<file path="config.mk">
export PLATFORM = sky130hd
export DESIGN_NAME = via_arbiter
export DESIGN_NICKNAME = d
export VERILOG_FILES = /design/src/via_pkg.sv /design/src/via_vec_rom.sv /design/src/via_arbiter.sv
export SDC_FILE = /design/constraint.sdc
export NUM_CORES = 1
export LEC_CHECK = 0
export BUFFER_PORTS_ARGS = -buffer_cell sky130_fd_sc_hd__buf_2
export CORE_MARGIN = 5
export CORE_UTILIZATION = 29
export DETAILED_ROUTE_END_ITERATION = 10
export GPL_ROUTABILITY_DRIVEN = 0
export SETUP_SLACK_MARGIN = 0.02
export SLEW_MARGIN = 25
export SYNTH_ARGS = -nofsm -noshare
export SYNTH_HDL_FRONTEND = slang
export SYNTH_SLANG_ARGS = --single-unit
export TNS_END_PERCENT = 30
</file>
<file path="constraint.sdc">
create_clock -name CLK -period 3.7 [get_ports CLK]
set_input_delay 1.11 -clock CLK [delete_from_list [all_inputs] [get_ports CLK]]
set_output_delay 1.11 -clock CLK [all_outputs]
set_load 0.05 [all_outputs]
</file>
<file path="src/via_pkg.sv">
package via_pkg;

  localparam int          NUM_SRC      = 20;
  localparam int          IDX_W        = 5;
  localparam int          VEC_W        = 16;
  localparam int          NUM_PIN      = 2;
  localparam int          CALL_CYCLES  = 4;

  // Timer control bit positions.
  localparam int          TC_TYPE0_BIT = 0;
  localparam int          TC_PEND0_BIT = 1;
  localparam int          TC_TYPE1_BIT = 2;
  localparam int          TC_PEND1_BIT = 3;
  localparam logic [3:0]  TC_RESET     = 4'h0;

  // Register reset values and global enable position.
  localparam logic [7:0]  EN_RESET     = 8'h00;
  localparam logic [7:0]  LVL_RESET    = 8'h00;
  localparam int          GIE_BIT      = 7;

  // Register write selects.
  localparam logic [2:0]  SEL_EN_BASE  = 3'h0;
  localparam logic [2:0]  SEL_EN_EXT1  = 3'h1;
  localparam logic [2:0]  SEL_EN_SEC   = 3'h2;
  localparam logic [2:0]  SEL_LV_BASE  = 3'h3;
  localparam logic [2:0]  SEL_LV_EXT1  = 3'h4;
  localparam logic [2:0]  SEL_LV_SEC   = 3'h5;

  // Source index ranges per register group and pin source indices.
  localparam int          EXT1_FIRST   = 6;
  localparam int          SEC_FIRST    = 13;
  localparam int          SRC_PIN0     = 0;
  localparam int          SRC_PIN1     = 2;

  // Vectors in fixed rank order; index is the arbitration position.
  localparam logic [VEC_W-1:0] VEC_TABLE [NUM_SRC] = '{
    16'h0003, 16'h000b, 16'h0013, 16'h001b, 16'h0023, 16'h002b, 16'h0033,
    16'h003b, 16'h0043, 16'h004b, 16'h0053, 16'h005b, 16'h0063, 16'h0073,
    16'h007b, 16'h0083, 16'h0093, 16'h008b, 16'h009b, 16'h00a3};

  typedef enum logic [4:0] {
    ST_IDLE    = 5'h01,
    ST_PUSH_LO = 5'h02,
    ST_PUSH_HI = 5'h04,
    ST_FETCH   = 5'h08,
    ST_LOAD    = 5'h10
  } via_state_t;

endpackage

</file>
<file path="src/via_vec_rom.sv">
`timescale 1ns/10ps
// Vector lookup with registered read data.
module via_vec_rom
  import via_pkg::*;
(
  input  wire logic             clk,
  input  wire logic             rst_n,
  input  wire logic [IDX_W-1:0] addr,
  output logic      [VEC_W-1:0] data_r
);

  // Read one vector per clock; out of range reads the first entry.
  always_ff @(posedge clk or negedge rst_n) begin
    if (!rst_n) begin
      data_r <= '0;
    end else if (addr < IDX_W'(NUM_SRC)) begin
      data_r <= VEC_TABLE[addr];
    end else begin
      data_r <= VEC_TABLE[0];
    end
  end

endmodule

</file>
<file path="src/via_arbiter.sv">
`timescale 1ns/10ps
// Interrupt arbiter: pending flags, masking, two-level arbitration and call sequencing.
module via_arbiter
  import via_pkg::*;
(
  input  wire logic               CLK,
  input  wire logic               RST_N,
  input  wire logic               EXT_REQ_PIN_ZERO_N,
  input  wire logic               EXT_REQ_PIN_ONE_N,
  input  wire logic [NUM_SRC-1:0] PERIPH_PEND,
  input  wire logic               TIMER_CTRL_WR,
  input  wire logic [3:0]         TIMER_CTRL_WDATA,
  input  wire logic               REG_WR,
  input  wire logic [2:0]         REG_WR_SEL,
  input  wire logic [7:0]         REG_WR_DATA,
  input  wire logic               INSTR_BOUNDARY,
  input  wire logic               RETURN_DONE,
  output logic [3:0]              TIMER_CTRL_REG,
  output logic [7:0]              ENABLE_REG_BASE,
  output logic [7:0]              ENABLE_REG_EXT1,
  output logic [7:0]              ENABLE_REG_SECOND,
  output logic [7:0]              LEVEL_REG_BASE,
  output logic [7:0]              LEVEL_REG_EXT1,
  output logic [7:0]              LEVEL_REG_SECOND,
  output logic                    CALL_START,
  output logic                    PUSH_RET_LO,
  output logic                    PUSH_RET_HI,
  output logic                    PC_LOAD,
  output logic [VEC_W-1:0]        VECTOR_ADDR,
  output logic                    CALL_BUSY,
  output logic                    IN_SERVICE_LOW,
  output logic                    IN_SERVICE_HIGH
);

  logic [NUM_PIN-1:0] pin_n;
  logic [NUM_PIN-1:0] pin_s1_r;
  logic [NUM_PIN-1:0] pin_s2_r;
  logic [NUM_PIN-1:0] pin_d_r;
  logic [NUM_PIN-1:0] fall;
  logic [NUM_PIN-1:0] type_sel;
  logic [NUM_PIN-1:0] vec_clr;
  logic [3:0]         tctrl_r;
  logic [7:0]         en_base_r;
  logic [7:0]         en_ext1_r;
  logic [7:0]         en_sec_r;
  logic [7:0]         lv_base_r;
  logic [7:0]         lv_ext1_r;
  logic [7:0]         lv_sec_r;
  logic [NUM_SRC-1:0] pend;
  logic [NUM_SRC-1:0] en_vec;
  logic [NUM_SRC-1:0] lv_vec;
  logic [NUM_SRC-1:0] elig;
  logic [NUM_SRC-1:0] cand_hi;
  logic [NUM_SRC-1:0] cand_lo;
  logic [NUM_SRC-1:0] cand;
  logic               allow_lo;
  logic               allow_hi;
  logic               act_hi_eff;
  logic               act_lo_eff;
  logic               req_nxt;
  logic               win_hi_nxt;
  logic [IDX_W-1:0]   win_idx_nxt;
  logic               req_r;
  logic               win_hi_r;
  logic [IDX_W-1:0]   win_idx_r;
  logic [VEC_W-1:0]   rom_data;
  logic               take;
  logic               act_lo_r;
  logic               act_hi_r;
  logic [VEC_W-1:0]   vec_r;
  via_state_t         state_r;
  via_state_t         state_nxt;

  assign pin_n = {EXT_REQ_PIN_ONE_N, EXT_REQ_PIN_ZERO_N};
  assign type_sel = {tctrl_r[TC_TYPE1_BIT], tctrl_r[TC_TYPE0_BIT]};

  // Two-stage synchronisers on the request pins, then a delayed copy for edges.
  always_ff @(posedge CLK or negedge RST_N) begin
    if (!RST_N) begin
      pin_s1_r <= '1;
      pin_s2_r <= '1;
      pin_d_r  <= '1;
    end else begin
      pin_s1_r <= pin_n;
      pin_s2_r <= pin_s1_r;
      pin_d_r  <= pin_s2_r;
    end
  end

  // Falling edge of an active-low pin, and the hardware clear on vectoring.
  genvar p;
  generate
    for (p = 0; p < NUM_PIN; p++) begin : g_pin
      assign fall[p] = pin_d_r[p] & ~pin_s2_r[p];
      assign vec_clr[p] = take & type_sel[p]
                          & (win_idx_r == IDX_W'(p == 0 ? SRC_PIN0 : SRC_PIN1));
    end
  endgenerate

  // Timer control: type bits from software, pending bits from pins or software.
  always_ff @(posedge CLK or negedge RST_N) begin
    if (!RST_N) begin
      tctrl_r <= TC_RESET;
    end else begin
      if (TIMER_CTRL_WR) begin
        tctrl_r[TC_TYPE0_BIT] <= TIMER_CTRL_WDATA[TC_TYPE0_BIT];
        tctrl_r[TC_TYPE1_BIT] <= TIMER_CTRL_WDATA[TC_TYPE1_BIT];
      end
      // Pin zero flag: tracks the pin in level mode, latches edges otherwise.
      if (!type_sel[0]) begin
        tctrl_r[TC_PEND0_BIT] <= ~pin_s2_r[0];
      end else if (fall[0]) begin
        tctrl_r[TC_PEND0_BIT] <= 1'b1;
      end else if (vec_clr[0]) begin
        tctrl_r[TC_PEND0_BIT] <= 1'b0;
      end else if (TIMER_CTRL_WR) begin
        tctrl_r[TC_PEND0_BIT] <= TIMER_CTRL_WDATA[TC_PEND0_BIT];
      end
      // Pin one flag, same scheme.
      if (!type_sel[1]) begin
        tctrl_r[TC_PEND1_BIT] <= ~pin_s2_r[1];
      end else if (fall[1]) begin
        tctrl_r[TC_PEND1_BIT] <= 1'b1;
      end else if (vec_clr[1]) begin
        tctrl_r[TC_PEND1_BIT] <= 1'b0;
      end else if (TIMER_CTRL_WR) begin
        tctrl_r[TC_PEND1_BIT] <= TIMER_CTRL_WDATA[TC_PEND1_BIT];
      end
    end
  end

  // Enable and level registers; level bits reset to the low level.
  always_ff @(posedge CLK or negedge RST_N) begin
    if (!RST_N) begin
      en_base_r <= EN_RESET;
      en_ext1_r <= EN_RESET;
      en_sec_r  <= EN_RESET;
      lv_base_r <= LVL_RESET;
      lv_ext1_r <= LVL_RESET;
      lv_sec_r  <= LVL_RESET;
    end else if (REG_WR) begin
      case (REG_WR_SEL)
        SEL_EN_BASE: en_base_r <= REG_WR_DATA;
        SEL_EN_EXT1: en_ext1_r <= REG_WR_DATA;
        SEL_EN_SEC:  en_sec_r  <= REG_WR_DATA;
        SEL_LV_BASE: lv_base_r <= REG_WR_DATA;
        SEL_LV_EXT1: lv_ext1_r <= REG_WR_DATA;
        SEL_LV_SEC:  lv_sec_r  <= REG_WR_DATA;
        default: ;
      endcase
    end
  end

  // Per-source pending, enable and level bits mapped from the register groups.
  genvar i;
  generate
    for (i = 0; i < NUM_SRC; i++) begin : g_src
      if (i == SRC_PIN0) begin : g_p0
        assign pend[i] = tctrl_r[TC_PEND0_BIT];
      end else if (i == SRC_PIN1) begin : g_p1
        assign pend[i] = tctrl_r[TC_PEND1_BIT];
      end else begin : g_per
        assign pend[i] = PERIPH_PEND[i];
      end
      if (i < EXT1_FIRST) begin : g_base
        assign en_vec[i] = en_base_r[i];
        assign lv_vec[i] = lv_base_r[i];
      end else if (i < SEC_FIRST) begin : g_ext1
        assign en_vec[i] = en_ext1_r[i-EXT1_FIRST];
        assign lv_vec[i] = lv_ext1_r[i-EXT1_FIRST];
      end else begin : g_sec
        assign en_vec[i] = en_sec_r[i-SEC_FIRST];
        assign lv_vec[i] = lv_sec_r[i-SEC_FIRST];
      end
    end
  endgenerate

  // Masking and preemption: a high routine blocks all, a low routine admits high only.
  assign elig     = pend & en_vec & {NUM_SRC{en_base_r[GIE_BIT]}};
  // A return in its last cycle already frees its level, so that only one
  // instruction runs between the return and the next call.
  assign act_hi_eff = act_hi_r & ~RETURN_DONE;
  assign act_lo_eff = act_lo_r & ~(RETURN_DONE & ~act_hi_r);
  assign allow_hi   = ~act_hi_eff;
  assign allow_lo   = ~act_hi_eff & ~act_lo_eff;
  assign cand_hi  = elig & lv_vec & {NUM_SRC{allow_hi}};
  assign cand_lo  = elig & ~lv_vec & {NUM_SRC{allow_lo}};
  assign cand     = (|cand_hi) ? cand_hi : cand_lo;

  // Lowest index among the winning level.
  always_comb begin
    win_idx_nxt = '0;
    for (int k = NUM_SRC - 1; k >= 0; k--) begin
      if (cand[k]) begin
        win_idx_nxt = IDX_W'(k);
      end
    end
    req_nxt    = |cand;
    win_hi_nxt = |cand_hi;
  end

  // Detect stage: sampled and decoded on every clock.
  always_ff @(posedge CLK or negedge RST_N) begin
    if (!RST_N) begin
      req_r     <= 1'b0;
      win_hi_r  <= 1'b0;
      win_idx_r <= '0;
    end else begin
      req_r     <= req_nxt & ~take;
      win_hi_r  <= win_hi_nxt;
      win_idx_r <= win_idx_nxt;
    end
  end

  via_vec_rom u_rom (
    .clk    (CLK),
    .rst_n  (RST_N),
    .addr   (win_idx_nxt),
    .data_r (rom_data)
  );

  // Call only at a boundary that is not the end of a return instruction.
  assign take = (state_r == ST_IDLE) & INSTR_BOUNDARY & req_r & ~RETURN_DONE;

  // Four-clock call sequence.
  always_comb begin
    case (state_r)
      ST_IDLE:    state_nxt = take ? ST_PUSH_LO : ST_IDLE;
      ST_PUSH_LO: state_nxt = ST_PUSH_HI;
      ST_PUSH_HI: state_nxt = ST_FETCH;
      ST_FETCH:   state_nxt = ST_LOAD;
      ST_LOAD:    state_nxt = ST_IDLE;
      default:    state_nxt = ST_IDLE;
    endcase
  end

  always_ff @(posedge CLK or negedge RST_N) begin
    if (!RST_N) begin
      state_r <= ST_IDLE;
    end else begin
      state_r <= state_nxt;
    end
  end

  // Vector captured when the call is taken.
  always_ff @(posedge CLK or negedge RST_N) begin
    if (!RST_N) begin
      vec_r <= '0;
    end else if (take) begin
      vec_r <= rom_data;
    end
  end

  // In-service levels: pushed on a call, the highest popped on return.
  always_ff @(posedge CLK or negedge RST_N) begin
    if (!RST_N) begin
      act_lo_r <= 1'b0;
      act_hi_r <= 1'b0;
    end else if (take) begin
      if (win_hi_r) begin
        act_hi_r <= 1'b1;
      end else begin
        act_lo_r <= 1'b1;
      end
    end else if (RETURN_DONE) begin
      if (act_hi_r) begin
        act_hi_r <= 1'b0;
      end else begin
        act_lo_r <= 1'b0;
      end
    end
  end

  // Outputs.
  assign CALL_START        = take;
  assign PUSH_RET_LO       = state_r[1];
  assign PUSH_RET_HI       = state_r[2];
  assign PC_LOAD           = state_r[4];
  assign CALL_BUSY         = ~state_r[0];
  assign VECTOR_ADDR       = vec_r;
  assign IN_SERVICE_LOW    = act_lo_r;
  assign IN_SERVICE_HIGH   = act_hi_r;
  assign TIMER_CTRL_REG    = tctrl_r;
  assign ENABLE_REG_BASE   = en_base_r;
  assign ENABLE_REG_EXT1   = en_ext1_r;
  assign ENABLE_REG_SECOND = en_sec_r;
  assign LEVEL_REG_BASE    = lv_base_r;
  assign LEVEL_REG_EXT1    = lv_ext1_r;
  assign LEVEL_REG_SECOND  = lv_sec_r;
endmodule

</file>
==> summary.md <==
| Metric | Value |
|---|---|
| Synth area leader | dfrtp_1 |
| Maximum operating frequency | about 0.29 GHz |
| CTS clk-pin slew, worst paths | approximately 0.060 ns |
| Netlist cell types | 70 |
| Cell Int Power | ~2.4 mW |
| Static leakage power | approximately 2.8 nW |
| Floorplan core area | approximately 15000 um2 |
| Proportion of power drawn by flip-flops and latches | about a third |
| Switching component of the power | 1.80 mW |
| Fraction of registers with async set or reset after synthesis | between 90% and 100% |
| Worst hold path type | reg -> reg |
| Total half-perimeter wirelength after legalization and detailed placement | ~10000 um |
| Total length of routed wires | 13000 um |
| Post-CTS Resized | 0 |
| Die Ht | about 130 um |
| Max_slew headroom | between 40% and 50% |
| CP required | ~4 ns |
| Most used DFF post-synth | dfrtp_1 |
| IO buf count | between 100 and 150 |
| # fillers | between 1000 and 1500 |
| Max cap viols | 0 |
| Number of cell instances on the worst register-to-register path | 12 |
| Signal arrival time at the worst endpoint | between 3 and 4 ns |
| VDD IR-drop max | between 400 and 500 uV |
| Number of enable flip-flop cells after synthesis | 0 |
| Number of levels the H-tree was split into | 3 |
| Antenna violation net count after detailed routing | 0 |
| RSZ-0062 raised after global routing | false |
| Number of antenna violations at the first check in global routing | 0 |
| Via count of the first global-routing pass | 4021 |
| Power per unit of standard cell area | 718 nW/um2 |
| Number of standard cells after synthesis | between 400 and 500 |
| Clock tree from TritonCTS | built |
| Area fraction of the dominant cell type after synthesis | 43.4% |
| Aggregate global routing overflow | 0 |
| XOR/XNOR share of the synthesized area | 0% |
| Compound-cell area share of the yosys netlist | between 10 and 15% |
| Clock network latency to the later pin of the worst-skew pair | 0.35 ns |
| Crit path kind | in -> reg |
| Area growth syn-to-layout | 31.6% |
| Synthesized area | ~4400 um2 |
| Multiplexer share of the synthesized area | between 10% and 20% |
| Crit share post-route | 94.1% |
| Overall fraction of global-route tracks in use | about 15% |
| Full die area | between 15000 and 20000 um2 |
| Number of hold-repair buffers added at the cts stage | 0 |
| Result of the run | completed |
| Detailed-route wire length per cell | 17.1 um |
| Final Total Pwr | 4.19 mW |
| Drt initial violations | about 200 |
| Largest cells by area after synthesis | dfrtp_1 (43%), mux2_2 (13%), dfstp_2 (4.1%), nand2_1 (4.0%), buf_4 (2.2%) |
| Design area | between 5000 and 6000 um2 |
| DRC Markers | 0 |
| Initial core utilization | 29.4% |
| Part of the Yosys area used for sequential elements | 47.6% |
| Time the worst path needs with I/O delays and setup | around 3.5 ns |
| Maximum number of pins on one net before global-route repair | 85 |
| FF+latch count, synth | 84 |
| Post-CTS setup buffer count | 0 |
| Setup violators final | 0 |
| Maximum clock skew at final layout | 0.00959 ns |
| Worst Max-Slew Pin Slew | roughly 0.76 ns |
| Critical path endpoint category | flip-flop |
| Element type at the critical path start | input pin |
| Number of buffers between clock root and the deepest sink | 2 |
| Row count | between 40 and 50 |
| Fraction of the core area covered by cells at the end of the flow | between 30% and 40% |
| Total area of sequential cells | 2110 um2 |
| Final worst hold slack | 0.357 ns |
| Root buffer cell | clkbuf_16 |
| Fraction of layout instances using a drive strength above 1 | 46.2% |
| Yosys warning total | 0 |
| Wire length of the first global-routing pass | just over 20000 um |
| Adder and majority cell fraction of the synthesized area | 1.13% |
| Worst hold path cell count | 0 |
| Most common cell after layout, fill and taps aside | buf_2 |
| Iteration count of the initial detailed-routing pass | 4 |
| Power share of the combinational group | approximately 44% |
| NumNets Final | around 610 |
| Avg Inst Size Synth | 10.9 um2 |
| Commonest non-fill, non-tap cells in the layout | buf_2 (105), dfrtp_1 (77), mux2_2 (52), buf_4 (52), nand2_1 (47) |
| Overall die width | between 100 and 150 um |
| Sinks on Clock Net | between 80 and 90 |
| Dominant combinational cell family by area after synthesis | simple AND/OR/NAND/NOR gates |
| Number of hold violations in the final report | 0 |
| Simple-Gate Fraction of Synth Area | a little under a fifth |
| # diodes | 0 |
| Inserted Clock Buffers | 9 |
| Max Fanout on Critical Path | 4 |
| Cell area after placement | 5500 um2 |
| Fraction of power consumed by the clock network | about a quarter |
| Multi-input logic area | 2170 um2 |
| Final TNS setup | 0 ns |
| Vias after detailed routing | about 3800 |
| Mean number of vias per cell | roughly 5 |
| Boundary pin count | 118 |
| Number of max-slew violations in the final report | 0 |
| Switching power as a share of total power | 42.8% |
path summary, 6_finish.rpt:
kind / start / endpoint / slack, ns
setup / recovery: PERIPH_PEND[16] / u_rom.data_r[4] / 0.22
hold / removal: pin_s1_r[0] / pin_s2_r[0] / 0.36
setup reg to reg: LEVEL_REG_SECOND[3] / u_rom.data_r[4] / 0.62
hold reg to reg: pin_s1_r[0] / pin_s2_r[0] / 0.36
max in group asynchronous: RST_N / VECTOR_ADDR[3] / 2.36
min in group asynchronous: RST_N / LEVEL_REG_EXT1[7] / 0.81
per-stage QoR:
step | setup WS [ns] | std cells
5_1_grt | 0.0312 | 757
6_report | 0.218 | 757
3_3_place_gp | -0.0857 | 741
4_1_cts | 0.216 | 757
2_1_floorplan | 0.223 | 417
3_5_place_dp | -0.141 | 741
per-layer routing:
metal | wire length [um] | vias to the layer above | global-route usage (%)
li1 | - | 1807 | -
met1 | 5620 | 1829 | 17.8
met2 | 6190 | 134 | 24.3
met3 | 943 | 12 | 5.10
met4 | 207 | 0 | 5.03
met5 | 0 | - | 0
layout make-up:
cell class / instances / area share, %
inverters: 11 / 0.707
well taps: 188 / 4.03
clock inverters: 6 / 1.63
repair buffers: 159 / 16.2
multi-input cells: 299 / 37.2
clock buffers: 10 / 4.09
flip-flops and latches: 84 / 36.1
worst max-delay path: stages:
cell,delay [ns]
buf_2,0.11
nand3_1,0.11
nand4_2,0.19
nor4b_4,0.36
buf_4,0.18
nand2_2,0.11
o22ai_1,0.34
a31oi_1,0.10
a211oi_2,0.30
o21ai_2,0.12
ha_1,0.23
o32a_1,0.34
o21a_1,0.10
logic make-up (layout without fill, tap and decap cells):
group / after synthesis / in the layout
and+or+nand+nor: 140 / 140
AOI/OAI and AO/OA: 89 / 89
DFF: 84 / 84
muxes: 56 / 56
buffers and inverters: 34 / 186
adders and majority gates: 4 / 4
other: 2 / 10
power by group through the flow:
stage               registers, mW  logic [mW]  clock network [mW]
detailed placement           1.35        1.87                   0
floorplan                    1.87       0.748                   0
global route                 1.37        2.00                1.06
finish                       1.34        1.86               0.990
global placement             1.34        1.84                   0
CTS                          1.34        1.88                1.02
Yosys cell counts (3+ instances only):
cell,instances
a211oi_1,3
a21o_1,3
a21oi_1,10
a31oi_1,7
and2_1,4
buf_4,13
clkbuf_1,7
dfrtp_1,77
dfstp_2,7
ha_1,4
inv_1,11
mux2_2,52
nand2_1,47
nand2b_1,5
nand3_1,17
nand3_2,8
nand3b_1,9
nand4_1,5
nor2_1,12
nor2b_1,3
nor3_1,6
nor4_1,3
o21ai_0,16
o21ai_1,5
o22ai_1,10
state kept, by name, indices dropped and copies added (netlist names), 6 cells and up:
register and count:
ENABLE_REG_BASE 8, ENABLE_REG_EXT1 8, ENABLE_REG_SECOND 8, LEVEL_REG_BASE 8, LEVEL_REG_EXT1 8, LEVEL_REG_SECOND 8, VECTOR_ADDR 6, u_rom.data_r 6
(Power assumes the default switching activity.)
